**config.mk**
```make
export PLATFORM = sky130hd
export DESIGN_NAME = nibble_swap_port_direction_load_instr_subtract_exec
export DESIGN_NICKNAME = d
export VERILOG_FILES = /design/src/design/core_exec_pkg.sv /design/src/design/reset_timer.sv /design/src/design/nibble_swap_port_direction_load_instr_subtract_exec.sv
export VERILOG_INCLUDE_DIRS = /design/src /design/src/design
export SDC_FILE = /design/constraint.sdc
export NUM_CORES = 1
export LEC_CHECK = 0
export ABC_AREA = 1
export BUFFER_PORTS_ARGS = -buffer_cell sky130_fd_sc_hd__buf_2
export CORE_MARGIN = 5
export CORE_UTILIZATION = 25
export CTS_BUF_LIST = sky130_fd_sc_hd__clkbuf_4 sky130_fd_sc_hd__clkbuf_8 sky130_fd_sc_hd__clkbuf_16
export DETAILED_ROUTE_END_ITERATION = 8
export GPL_TIMING_DRIVEN = 0
export PLACE_DENSITY = 0.42
export SLEW_MARGIN = 20
export SYNTH_ARGS = -nofsm -noshare
export SYNTH_HDL_FRONTEND = slang
export SYNTH_HIERARCHICAL = 1
export SYNTH_SLANG_ARGS = --single-unit
```
**constraint.sdc**
```tcl
create_clock -name clk_in -period 1.81 [get_ports clk_in]
set_clock_uncertainty 0.15 [all_clocks]
set_input_delay 0.0905 -clock clk_in [delete_from_list [all_inputs] [get_ports clk_in]]
set_output_delay 0.0905 -clock clk_in [all_outputs]
set_load 0.005 [all_outputs]
```
**src/design/core_exec_defs.svh**
```systemverilog
// constants for the instruction execute slice and reset timers
`ifndef CORE_EXEC_DEFS_SVH
`define CORE_EXEC_DEFS_SVH
`define CLK_FREQ_HZ 50000000
`define TIMEOUT_TYP_MS 18
`define TIMEOUT_CYCLES ((`CLK_FREQ_HZ / 1000) * `TIMEOUT_TYP_MS)
`define OP_SWAP_HI 6'h0e
`define OP_SUB_HI 6'h02
`define OP_DIRLOAD_HI 9'h000
`define DIR_SEL_A 3'h5
`define DIR_SEL_B 3'h6
`define DIR_SEL_C 3'h7
`define BYTE_ZERO 8'h00
`define BYTE_ONES 8'hff
`define FLAG_C 0
`define FLAG_DC 1
`define FLAG_Z 2
`endif

```
**src/design/core_exec_pkg.sv**
```systemverilog
// types for the instruction execute slice
package core_exec_pkg;
  typedef enum logic [1:0] {st_hold, st_count, st_run} reset_state_t;
endpackage

```
**src/design/reset_timer.sv**
```systemverilog
// timeout counter shared by the reset delay and watchdog
`timescale 1ns/1ps
`default_nettype none
`include "core_exec_defs.svh"
module reset_timer #(
  parameter int unsigned COUNT = `TIMEOUT_CYCLES
) (
  input wire logic clk_in, // system clock
  input wire logic rst_n_in, // synchronous reset, active low
  input wire logic clear_in, // restart the count
  input wire logic run_in, // count while high
  output logic done_out // one-cycle timeout pulse
);
  typedef struct packed {
    logic [31:0] cnt;
    logic done;
  } timer_state_t;
  timer_state_t s_reg;
  timer_state_t s_next;
  // count to the limit then pulse and wrap
  always_comb
  begin
    s_next = s_reg;
    s_next.done = 1'b0;
    if (clear_in)
    begin
      s_next.cnt = 32'h0;
    end
    else if (run_in)
    begin
      if (s_reg.cnt >= COUNT - 1)
      begin
        s_next.cnt = 32'h0;
        s_next.done = 1'b1;
      end
      else
      begin
        s_next.cnt = s_reg.cnt + 32'h1;
      end
    end
  end
  // state register
  always_ff @(posedge clk_in)
  begin
    if (!rst_n_in)
    begin
      s_reg <= '0;
    end
    else
    begin
      s_reg <= s_next;
    end
  end
  assign done_out = s_reg.done;
endmodule
`default_nettype wire

```
**src/design/nibble_swap_port_direction_load_instr_subtract_exec.sv**
```systemverilog
// execute slice: nibble swap, direction load, subtract, reset timers
`timescale 1ns/1ps
`default_nettype none
`include "core_exec_defs.svh"
module nibble_swap_port_direction_load_instr_subtract_exec
  import core_exec_pkg::*;
#(
  parameter int unsigned TIMEOUT_CYCLES = `TIMEOUT_CYCLES
) (
  input wire logic clk_in, // 50 MHz system clock
  input wire logic rst_n_in, // synchronous reset, active low
  input wire logic master_clear_input_in, // pin, active high run
  input wire logic instr_valid_in, // instruction present this cycle
  input wire logic [11:0] instr_in, // 12-bit opcode
  input wire logic [7:0] file_rdata_in, // addressed file register value
  input wire logic wdt_enable_in, // watchdog running
  input wire logic wdt_clear_in, // watchdog restart
  output logic [4:0] file_addr_out, // file register address
  output logic [7:0] file_wdata_out, // file write data
  output logic file_we_out, // file write strobe
  output logic [7:0] acc_out, // working register
  output logic [2:0] flags_out, // z, digit carry, carry
  output logic [7:0] dir_a_out, // direction register 5
  output logic [7:0] dir_b_out, // direction register 6
  output logic [7:0] dir_c_out, // direction register 7
  output logic core_reset_out, // internal reset active
  output logic wdt_timeout_out // watchdog timeout pulse
);
  // ==========================================================
  // state record: every flop of the slice outside the two timers
  typedef struct packed {
    logic [1:0] master_clear_input_sync;
    reset_state_t rst_st;
    logic [7:0] acc;
    logic [2:0] flags;
    logic [7:0] dir_a;
    logic [7:0] dir_b;
    logic [7:0] dir_c;
    logic [4:0] faddr;
    logic [7:0] fwdata;
    logic fwe;
    logic wdt_to;
    logic in_rst;
  } exec_state_t;
  exec_state_t s_reg;
  exec_state_t s_next;
  // timer pulses and decoded instruction
  logic drt_done;
  logic wdt_done;
  logic [8:0] sub_res;
  logic [4:0] sub_low;
  logic [7:0] result;
  logic is_swap;
  logic is_sub;
  logic is_dir;

  // exchange the two halves of a byte
  // shared by the swap path to acc and to the file
  function automatic logic [7:0] swap_nibbles(input logic [7:0] v);
    swap_nibbles = {v[3:0], v[7:4]};
  endfunction

  // ==========================================================
  // reset delay timer and watchdog
  // the delay timer is held clear outside the count state, so a
  // master clear glitch restarts the full delay instead of resuming
  // the watchdog is held clear while the core sits in reset, so it
  // always starts a fresh period once the core runs
  // both share one length: the typical period at the system clock
  reset_timer #(
    .COUNT(TIMEOUT_CYCLES)
  ) drt_inst (
    .clk_in(clk_in),
    .rst_n_in(rst_n_in),
    .clear_in(s_reg.rst_st != st_count),
    .run_in(s_reg.rst_st == st_count),
    .done_out(drt_done)
  );
  reset_timer #(
    .COUNT(TIMEOUT_CYCLES)
  ) wdt_inst (
    .clk_in(clk_in),
    .rst_n_in(rst_n_in),
    .clear_in(wdt_clear_in || s_reg.rst_st != st_run),
    .run_in(wdt_enable_in),
    .done_out(wdt_done)
  );

  // ==========================================================
  // decode and arithmetic
  // subtract works on nine and five bit copies so the top bit is the
  // borrow out of the byte and of the low nibble; carry and digit
  // carry are their inverses
  // an unlisted direction selector decodes as nothing at all
  // swap and subtract share one result path and one destination bit
  assign is_swap = instr_in[11:6] == `OP_SWAP_HI;
  assign is_sub = instr_in[11:6] == `OP_SUB_HI;
  assign is_dir = instr_in[11:3] == `OP_DIRLOAD_HI && instr_in[2:0] >= `DIR_SEL_A;
  assign sub_res = {1'b0, file_rdata_in} - {1'b0, s_reg.acc};
  assign sub_low = {1'b0, file_rdata_in[3:0]} - {1'b0, s_reg.acc[3:0]};
  assign result = is_swap ? swap_nibbles(file_rdata_in) : sub_res[7:0];

  // ==========================================================
  // next state
  // the master clear pin passes two flops before the state machine
  // reads it; only the second flop is looked at
  // in the run state a low master clear or a watchdog timeout wins
  // over any instruction presented in the same cycle
  // instructions seen in hold or count are dropped; only the file address follows them
  always_comb
  begin
    s_next = s_reg;
    s_next.master_clear_input_sync = {s_reg.master_clear_input_sync[0], master_clear_input_in};
    s_next.fwe = 1'b0;
    s_next.wdt_to = wdt_done;
    s_next.faddr = instr_in[4:0];
    case (s_reg.rst_st)
      st_hold:
      begin
        if (s_reg.master_clear_input_sync[1])
        begin
          s_next.rst_st = st_count;
        end
      end
      st_count:
      begin
        if (!s_reg.master_clear_input_sync[1])
        begin
          s_next.rst_st = st_hold;
        end
        else if (drt_done)
        begin
          s_next.rst_st = st_run;
        end
      end
      st_run:
      begin
        if (!s_reg.master_clear_input_sync[1] || wdt_done)
        begin
          s_next.rst_st = st_hold;
        end
        else if (instr_valid_in && (is_swap || is_sub))
        begin
          if (instr_in[5])
          begin
            s_next.fwe = 1'b1;
            s_next.fwdata = result;
          end
          else
          begin
            s_next.acc = result;
          end
          if (is_sub)
          begin
            s_next.flags[`FLAG_C] = ~sub_res[8];
            s_next.flags[`FLAG_DC] = ~sub_low[4];
            s_next.flags[`FLAG_Z] = sub_res[7:0] == `BYTE_ZERO;
          end
        end
        else if (instr_valid_in && is_dir)
        begin
          case (instr_in[2:0])
            `DIR_SEL_A: s_next.dir_a = s_reg.acc;
            `DIR_SEL_B: s_next.dir_b = s_reg.acc;
            default: s_next.dir_c = s_reg.acc;
          endcase
        end
      end
      default:
      begin
        s_next.rst_st = st_hold;
      end
    endcase
    // reset flag is registered so the port comes straight from a flop
    s_next.in_rst = s_next.rst_st != st_run;
  end

  // ==========================================================
  // state register
  // reset puts the core in hold with all direction bits set to input
  always_ff @(posedge clk_in)
  begin
    if (!rst_n_in)
    begin
      s_reg <= '0;
      s_reg.rst_st <= st_hold;
      s_reg.in_rst <= 1'b1;
      s_reg.dir_a <= `BYTE_ONES;
      s_reg.dir_b <= `BYTE_ONES;
      s_reg.dir_c <= `BYTE_ONES;
    end
    else
    begin
      s_reg <= s_next;
    end
  end

  // ==========================================================
  // outputs straight from flops
  // the file write strobe stands for one cycle only; the outside
  // must take the write on that edge, there is no retry
  // the reset flag stays high from hold until the delay runs out
  assign file_addr_out = s_reg.faddr;
  assign file_wdata_out = s_reg.fwdata;
  assign file_we_out = s_reg.fwe;
  assign acc_out = s_reg.acc;
  assign flags_out = s_reg.flags;
  assign dir_a_out = s_reg.dir_a;
  assign dir_b_out = s_reg.dir_b;
  assign dir_c_out = s_reg.dir_c;
  assign core_reset_out = s_reg.in_rst;
  assign wdt_timeout_out = s_reg.wdt_to;
endmodule
`default_nettype wire

```
==> results.md, run 1 <==
- Final min period: 1.92 ns
- Logic pwr share: 0.053
- Core area: 23400 sq um
- Ys async rst share: 0
- Status: finished, violations left
- Num CTS Buffers: 17
- DR WL met3: 579 um
- Antenna diodes: 0
- Vias in the first global route: 4938
- Worst Path Max Fanout: 3
- Failing checks: setup timing
- CP Launch Type: register
- Placed instance count: 1173
- Post-synthesis instance total: 779
- FF+latch area: 2450 sq um
- Max frequency: 522 MHz
- Share of layout cells above drive strength 1: 0.332
- DP Area: 6720 sq um
- Syn nets: 816
- DP HPWL: 11700 um
- Synth top cells by count: nand2_1 (156), nor2_1 (132), dfxtp_1 (121)
- Fin area: 7910 sq um
- Largest net degree at the start of global routing: 17
- Worst flop-to-flop path startpoint: acc_out[0]
- Top-area cell type share of the netlist area: 0.408
- Antenna viol nets, final: 0
- First-pass GRT wire length: 25300 um
- PD cells: 797 nW/um^2
- Final worst setup slack: -0.107 ns
- Switching share of power: 0.234
- RSZ-0062 raised after global routing: yes
- Min-delay worst type: in2reg
- Root buffer cell: clkbuf_16
- Int Power: 0.00483 W
- EDFF count, synth: 0
- Clock share of power: 0.524
- CTS clk-pin slew, worst paths: 0.06 ns
- DIE AREA: 26900 sq um
- DR vias: 4998
- Worst vdd ir: 0.000327 V
- WHS Path Cells: 5
- Wire length on met1: 7600 um
- Post-Syn Area: 5930 sq um
- GR Util All Layers: 0.120
- Hold Crit Endpoint: file_wdata_out[6]
- Clock sink count: 121
- Synth cell types: 37
- Final Net Count: 943
- Vias per cell: 4.04
- Top Layer Used: met4
- First DRT Iteration DRCs: 245
- Leading area contributor after synthesis: dfxtp_1
- Final number of max-transition violations: 0
- Synth top area cells: dfxtp_1 (41%), nand2_1 (9.9%), nor2_1 (8.4%)
- Clock Latency Late Sink: 0.40 ns
- Maximum buffer depth of the clock tree: 2
- Rows: 56
- GRT overflow: 0
- Syn Area/Cell: 7.61 sq um
- Residual DRC: 0
- Die W: 164 um
- Fin. Hold Viols: 0
- Hold Startpoint: file_rdata_in[2]
- Flop pwr share: 0.423
- Synth warn: 6
- R2R depth: 12
- CTS tree: yes
- Actual slew at the worst max-slew pin: 0.606 ns
- Antenna violations before repair: 0
- Leakage: 3.31 nW
- Switching power: 0.00147 W
- Drt pass-1 iters: 4
- Final setup vio count: 3
- Wire per inst: 12.6 um
- Gpl congestion: 0.811
- Final Non-Filler Cells: 1238
- Detailed Route WL: 15600 um
- Layout area overhead: 33.4%
- Sequential share of the synthesized area: 0.408
- Max-Cap Viols: 0
- Post-synthesis register bit count: 121
- Initial Utilization: 0.253
- R2r setup slk: -0.11 ns
- Number of H-tree levels: 4
- Die Ht: 164 um
- I/O pin count: 77
- Fillers: 2595
- WP data arrival: 2.07 ns
- Most instantiated library cell after synthesis: nand2_1
- IO buf count: 75
- Path type of the worst setup path: reg2reg
- Crit end category: register
- Main flop type after synthesis: dfxtp_1
- Footprint of the multi-input gates: 2940 sq um
- Period utilization: 1.06
- Met2 routed WL: 7340 um
- Worst EP required: 1.96 ns
- Rel. slew slack: 0.596
- Crit Reg-Reg Endpoint: acc_out[6]
placed cells by master (no fill, tap or decap), types with 7 or more instances in the layout:
master / instances
nand2_1: 147
nor2_1: 124
dfxtp_1: 107
buf_2: 76
inv_1: 75
buf_4: 65
o211ai_1: 26
nand3_1: 21
xor2_1: 20
nand2_2: 19
nor2_2: 18
clkbuf_16: 17
nor3_1: 16
dlygate4sd3_1: 16
xnor2_1: 14
a21oi_1: 12
buf_6: 11
o21ai_0: 10
dfxtp_2: 10
nor2_4: 8
o21ai_2: 8
inv_2: 7
nand3_2: 7
nand4_1: 7
ha_4: 7
stage by stage:
step | util | setup slack [ns] | setup TNS [ns] | total power, W | hold WS (ns)
5_1_grt | 0.338 | -0.157 | -0.656 | 0.00660 | 0.0133
3_3_place_gp | 0.287 | -0.478 | -3.30 | 0.00298 | 0.177
6_report | 0.338 | -0.107 | -0.232 | 0.00631 | 0.0214
4_1_cts | 0.325 | -0.150 | -0.618 | 0.00639 | 0.00115
3_5_place_dp | 0.287 | -0.434 | -2.79 | 0.00298 | 0.176
2_1_floorplan | - | 0.0133 | 0 | 0.00288 | 0.0340
area by class of cell:
class                           count  area share
Multi-Input combinational cell    503       0.371
Sequential cell                   121       0.310
Timing Repair Buffer              109      0.0852
Buffer                             68      0.0675
Clock buffer                       17      0.0538
Tap cell                          319      0.0505
Inverter                           86      0.0427
Clock inverter                     15      0.0193
layer usage:
metal	global-route usage	vias to the layer above
met5	0	-
met4	0.0297	0
met3	0.0316	5
met2	0.193	85
met1	0.161	2249
li1	-	2659
kinds of logic after synthesis:
family	count (synthesis)	synth area share
XOR/XNOR	35	0.0517
buffers and inverters	155	0.144
adder cells (fa/ha/maj)	11	0.0245
flip-flops	121	0.408
AND/OR/NAND/NOR	383	0.287
multiplexers	2	0.00337
AO/OA/AOI/OAI	72	0.0808
worst max-delay path by stage:
| stage | from | end | slack [ns] | depth (start not counted) |
|---|---|---|---|---|
| finish | acc_out[0] | acc_out[6] | -0.11 | 12 |
| global route | acc_out[0] | acc_out[6] | -0.16 | 12 |
| CTS | acc_out[0] | acc_out[6] | -0.15 | 12 |
| detailed placement | acc_out[3] | acc_out[6] | -0.43 | 11 |
| global placement | acc_out[3] | acc_out[6] | -0.48 | 11 |
| floorplan | acc_out[0] | file_wdata_out[6] | 0.01 | 12 |
critical path, stage by stage, from the launching register on:
cell	delay (ns)
dfxtp_4	0.35
ha_4	0.16
fa_2	0.36
inv_2	0.08
nand2_2	0.06
nand2_4	0.07
nand3_4	0.08
nand3_2	0.07
nand2_2	0.08
nand2_2	0.06
o21ai_2	0.08
o21ai_2	0.17
inv_1	0.06
power by group through the flow:
stage	clock network [W]	registers (W)	logic, W
floorplan	0	0.00273	0.000150
global placement	0	0.00273	0.000251
detailed placement	0	0.00273	0.000249
CTS	0.00342	0.00267	0.000300
global route	0.00356	0.00267	0.000367
finish	0.00330	0.00267	0.000333
repair_timing:
item / CTS / global route
setup buffers: 4 / 14
gates resized for setup: 39 / 58
endpoints found under the hold margin: 32 / 0
pin swaps: 10 / 28
endpoints found under the setup margin: 39 / 80
hold buffers: 16 / 0
No activity file was read; power rests on OpenSTA's default activity.
==> run 2, diff against run 1 <==
--- a/config.mk
+++ b/config.mk
@@ -19,3 +19,4 @@
 export SYNTH_HDL_FRONTEND = slang
 export SYNTH_HIERARCHICAL = 1
 export SYNTH_SLANG_ARGS = --single-unit
+export TNS_END_PERCENT = 50
==> constraint.sdc (replaced) <==
create_clock -name clk_in -period 1.81 [get_ports clk_in]
set_clock_uncertainty 0.15 [all_clocks]
set_input_delay 0.362 -clock clk_in [delete_from_list [all_inputs] [get_ports clk_in]]
set_output_delay 0.362 -clock clk_in [all_outputs]
set_load 0.005 [all_outputs]
==> run 2 against run 1 <==
  * Sequential cell count is the same
  * Clock power up 7.0%
  * The run still ends with setup timing left
  * Design area shrank 3.2%
  * Hold slack about the same
  * Die area unchanged
  * Via count decreased by 2.7%
  * Critical endpoint is now flags_out[2]
  * Sequential share of layout area rose by 1.0 points
==> results.md, run 2 (same netlist as run 1, synthesis figures left out) <==
- Post-Route Setup TNS: -0.173 ns
- Residual DRC: 0
- Status: finished, violations left
- Fillers: 2582
- Commonest non-fill, non-tap cell in the layout: nand2_1
- Clock Latency Late Sink: 0.42 ns
- Fin. Hold Viols: 0
- Gpl congestion: 0.825
- I/O pin count: 77
- GR Util All Layers: 0.119
- IO buf count: 75
- Detailed Route WL: 15400 um
- Worst Path Max Fanout: 2
- Hold_ws: 0.0217 ns
- Most frequent cells in the layout: nand2_1 (146), nor2_1 (128), dfxtp_1 (108), buf_2 (76), inv_1 (74)
- Core area: 23400 sq um
- First-pass GRT wire length: 24700 um
- Met2 routed WL: 7120 um
- Final Non-Filler Cells: 1216
- Leakage: 3.21 nW
- Max-Cap Viols: 0
- Wire length on met1: 7480 um
- Actual slew at the worst max-slew pin: 0.628 ns
- Crit end category: register
- Largest net degree at the start of global routing: 17
- Vias in the first global route: 4732
- Worst path max stage delay: 0.35 ns
- Antenna viol nets, final: 0
- Num CTS Buffers: 17
- Root buffer cell: clkbuf_16
- Wire per inst: 12.7 um
- Rows: 56
- PD cells: 847 nW/um^2
- Share of layout cells above drive strength 1: 0.318
- Final Net Count: 921
- Path type of the worst setup path: reg2reg
- Min-delay worst type: in2reg
- Number of H-tree levels: 4
- Layout area overhead: 29.1%
- Final setup vio count: 3
- Antenna diodes: 0
- Final worst setup slack: -0.0717 ns
- Initial Utilization: 0.253
- DR WL met3: 616 um
- Top Layer Used: met4
- Vias per cell: 4.00
- Die Ht: 164 um
- CP Launch Type: register
- CTS clk-pin slew, worst paths: 0.06 ns
- Placed instance count: 1173
- Worst vdd ir: 0.000538 V
- Drt pass-1 iters: 4
- Final number of max-transition violations: 0
- First DRT Iteration DRCs: 173
- Rel. slew slack: 0.581
- Maximum buffer depth of the clock tree: 2
- Dpl ws: -0.487 ns
- RSZ-0062 raised after global routing: yes
- Die W: 164 um
- Worst-path cell with the longest stage delay: dfxtp_4
- GRT overflow: 0
- CTS tree: yes
- Crit path cell chain: ha_4 > fa_2 > buf_4 > xnor2_4 > nor2_1 > nand3_1 > nor2_2 > nand3_2 > a21oi_2
- Max frequency: 531 MHz
- DR vias: 4864
- DP HPWL: 11600 um
- Layout Utilization: 0.327
- Antenna violations before repair: 0
- Period utilization: 1.04
- Clock sink count: 121
- Final min period: 1.88 ns
- DIE AREA: 26900 sq um
- WP data arrival: 2.08 ns
- Worst EP required: 2.01 ns
- Failing checks: setup timing
-- run 2: cell count changes in the layout (fill, tap and decap cells not counted), moves of 3 or more --
cell | before | now
nor2_1 | 124 | 128
nor2_4 | 8 | 5
o21ai_2 | 8 | 3
inv_6 | 4 | 9
clkinvlp_4 | 5 | 1
dlygate4sd3_1 | 16 | 3
clkinv_2 | 4 | 0
inv_8 | 0 | 3
buf_4 | 65 | 56
-- run 2: stage by stage --
step | total power, W | cell area [sq um]
after floorplan | 0.00288 | 5960
after global placement | 0.00299 | 6740
after detailed placement | 0.00299 | 6740
after CTS | 0.00659 | 7530
after global routing | 0.00676 | 7660
final | 0.00649 | 7660
-- run 2: what timing repair did --
item,4_1_cts,5_1_grt
setup buffers,2,6
pin swaps,7,5
resized for setup,40,31
setup endpoints to repair,16,64
hold buffers,3,0
hold endpoints to repair,3,0
-- run 2: worst paths after layout --
kind / cells after the start / slack (ns) / to / startpoint
max: 9 / -0.07 / flags_out[2] / acc_out[0]
min: 2 / 0.02 / wdt_inst/s_reg[23] / wdt_enable_in
max reg2reg: 9 / -0.07 / flags_out[2] / acc_out[0]
min reg2reg: 2 / 0.29 / wdt_inst/s_reg[31] / wdt_inst/s_reg[31]
-- run 2: layout make-up --
| class | count | area, sq um | share of cell area |
|---|---|---|---|
| Buffer | 69 | 531 | 0.0693 |
| Clock buffer | 17 | 425 | 0.0555 |
| Clock inverter | 15 | 180 | 0.0235 |
| Inverter | 86 | 350 | 0.0457 |
| Multi-Input combinational cell | 503 | 2860 | 0.373 |
| Sequential cell | 121 | 2450 | 0.320 |
| Tap cell | 319 | 399 | 0.0521 |
| Timing Repair Buffer | 86 | 465 | 0.0608 |
-- run 2: worst max-delay path, delay by kind of cell (launching register included) --
kind,cells,cell delay [ns]
DFF,1,0.35
adders and majority gates,2,0.51
AOI/OAI and AO/OA,1,0.12
xor gates and xnor gates,1,0.13
and+or+nand+nor,4,0.40
buffers and inverters,1,0.16
-- run 2: power breakdown --
part	internal (W)	total, W	switching, W
clock network	0.00209	0.00353	0.00144
logic	0.000118	0.000297	0.000179
registers	0.00266	0.00267	0.00000230
total	0.00487	0.00649	0.00162
-- run 2: metal layers --
metal  vias to the layer above  GRT usage
met1                      2152      0.157
met5                         -          0
met3                        10     0.0374
met2                        77      0.187
met4                         0     0.0351
li1                       2625          -
==> run 3, diff against run 2 <==
--- a/config.mk
+++ b/config.mk
@@ -14,6 +14,7 @@
 export DETAILED_ROUTE_END_ITERATION = 8
 export GPL_TIMING_DRIVEN = 0
 export PLACE_DENSITY = 0.42
+export SETUP_SLACK_MARGIN = 0.15
 export SLEW_MARGIN = 20
 export SYNTH_ARGS = -nofsm -noshare
 export SYNTH_HDL_FRONTEND = slang
==> run 3 against run 2 <==
  * Global-route usage grew 0.43 points
  * Via count grew 4.0%
  * Combinational power grew 6%
  * Critical endpoint is now acc_out[6]
  * Sequential cell count is the same
  * Fmax shrank 1.4%
  * Wire length grew 3.9%
  * Design area grew 5.6%
  * The run still ends with setup timing left
  * Core utilization grew 1.8 points
  * First-iteration DRC count grew 4.0%
  * Clock power shrank 7.1%
==> results.md, run 3 (same netlist as run 1, synthesis figures left out) <==
- CP Launch Type: register
- Detailed Route WL: 16000 um
- Final setup vio count: 8
- Commonest non-fill, non-tap cell in the layout: nand2_1
- Vias per cell: 4.09
- Die Ht: 164 um
- Number of H-tree levels: 4
- FF+latch area: 2460 sq um
- I/O pin count: 77
- Clock sink count: 121
- Final number of max-transition violations: 0
- First DRT Iteration DRCs: 180
- Share of layout cells above drive strength 1: 0.381
- DIE AREA: 26900 sq um
- Initial Utilization: 0.253
- Antenna violations before repair: 0
- Max-Cap Viols: 0
- Status: finished, violations left
- Fin. Hold Viols: 0
- Largest net degree at the start of global routing: 17
- Most frequent cells in the layout: nand2_1 (137), nor2_1 (110), dfxtp_1 (100), buf_2 (77), inv_1 (70)
- Actual slew at the worst max-slew pin: 0.636 ns
- CTS tree: yes
- WP data arrival: 2.08 ns
- GRT overflow: 0
- Worst Path Max Fanout: 3
- IO buf count: 75
- RSZ-0062 raised after global routing: yes
- Max frequency: 524 MHz
- First-pass GRT wire length: 25600 um
- Rel. slew slack: 0.576
- Maximum buffer depth of the clock tree: 2
- Footprint of the multi-input gates: 3080 sq um
- Final min period: 1.91 ns
- Final Net Count: 941
- DP HPWL: 11600 um
- Final Non-Filler Cells: 1236
- Layout Utilization: 0.346
- Fillers: 2596
- Residual DRC: 0
- Gpl congestion: 0.864
- Antenna diodes: 0
- Worst vdd ir: 0.000538 V
- Leakage: 3.34 nW
- Drt pass-1 iters: 4
- Root buffer cell: clkbuf_16
- DR vias: 5060
- Num CTS Buffers: 17
- Wire per inst: 12.9 um
- Die W: 164 um
- Vias in the first global route: 4946
- Fin area: 8090 sq um
- Antenna viol nets, final: 0
- DP Area: 6740 sq um
- Post-Route Setup TNS: -0.393 ns
- Final worst setup slack: -0.0993 ns
- CTS clk-pin slew, worst paths: 0.06 ns
- Rows: 56
- Path type of the worst setup path: reg2reg
- Core area: 23400 sq um
- Layout area overhead: 36.3%
- PD cells: 775 nW/um^2
- GR Util All Layers: 0.123
- Min-delay worst type: in2reg
- Worst EP required: 1.98 ns
- Clock Latency Late Sink: 0.42 ns
- Failing checks: setup timing
- Period utilization: 1.05
- Placed instance count: 1173
- Crit end category: register
[run 3: cell count changes in the layout (fill, tap and decap cells not counted), sizes merged]
cell and change:
clkinv +5, inv -4, buf +17, dlygate4sd3 +3
bufinv -1
[run 3: worst max-delay path: stages, from the launching register on]
cell	delay, ns
dfxtp_4	0.35
ha_4	0.16
fa_2	0.36
inv_2	0.08
nand2_2	0.06
nand2_4	0.07
nand3_4	0.09
nand3_2	0.08
nand2_2	0.07
nand2_2	0.08
o21ai_4	0.07
o21ai_2	0.15
inv_1	0.05
[run 3: through the flow]
stage	power, W	hold slack [ns]	setup slack, ns
global placement	0.00298	0.280	-0.483
detailed placement	0.00298	0.276	-0.510
finish	0.00626	0.0172	-0.0993
CTS	0.00636	0.0000219	-0.0883
floorplan	0.00288	0.240	-0.0335
global route	0.00653	0.0152	-0.170
[run 3: report_power, final]
part / total (W) / switching, W / internal (W) / leakage [nW]
sequential: 0.00267 / 0.00000251 / 0.00266 / 0.990
clock: 0.00328 / 0.00137 / 0.00191 / 0.279
combinational: 0.000316 / 0.000189 / 0.000127 / 2.08
[run 3: path summary, 6_finish.rpt]
path | start | end | slack, ns | cells after the start
setup / recovery | acc_out[0] | acc_out[6] | -0.1 | 12
hold / removal | wdt_enable_in | wdt_inst/s_reg[21] | 0.02 | 2
setup reg to reg | acc_out[0] | acc_out[6] | -0.1 | 12
hold reg to reg | s_next[54] | s_reg[54] | 0.28 | 2
[run 3: cell type report]
type                            instances  area share
Timing Repair Buffer                  106      0.0829
Clock buffer                           17      0.0526
Multi-Input combinational cell        503       0.381
Sequential cell                       121       0.305
Tap cell                              319      0.0494
Buffer                                 69      0.0682
Inverter                               86      0.0436
Clock inverter                         15      0.0173
[run 3: what timing repair did]
action / in CTS / in global routing
cloned: 2 / 2
endpoints found under the hold margin: 6 / 0
pin swaps: 18 / 29
hold buffers: 6 / 0
buffers inserted: 8 / 13
resized for setup: 67 / 97
endpoints found under the setup margin: 74 / 95
[run 3: layer usage]
metal  track usage  vias to the layer above  wire [um]
met3        0.0314                       19        716
met1         0.161                     2292       7510
met2         0.199                       84       7530
met5             0                        -          0
li1              -                     2665          -
met4        0.0412                        0        238
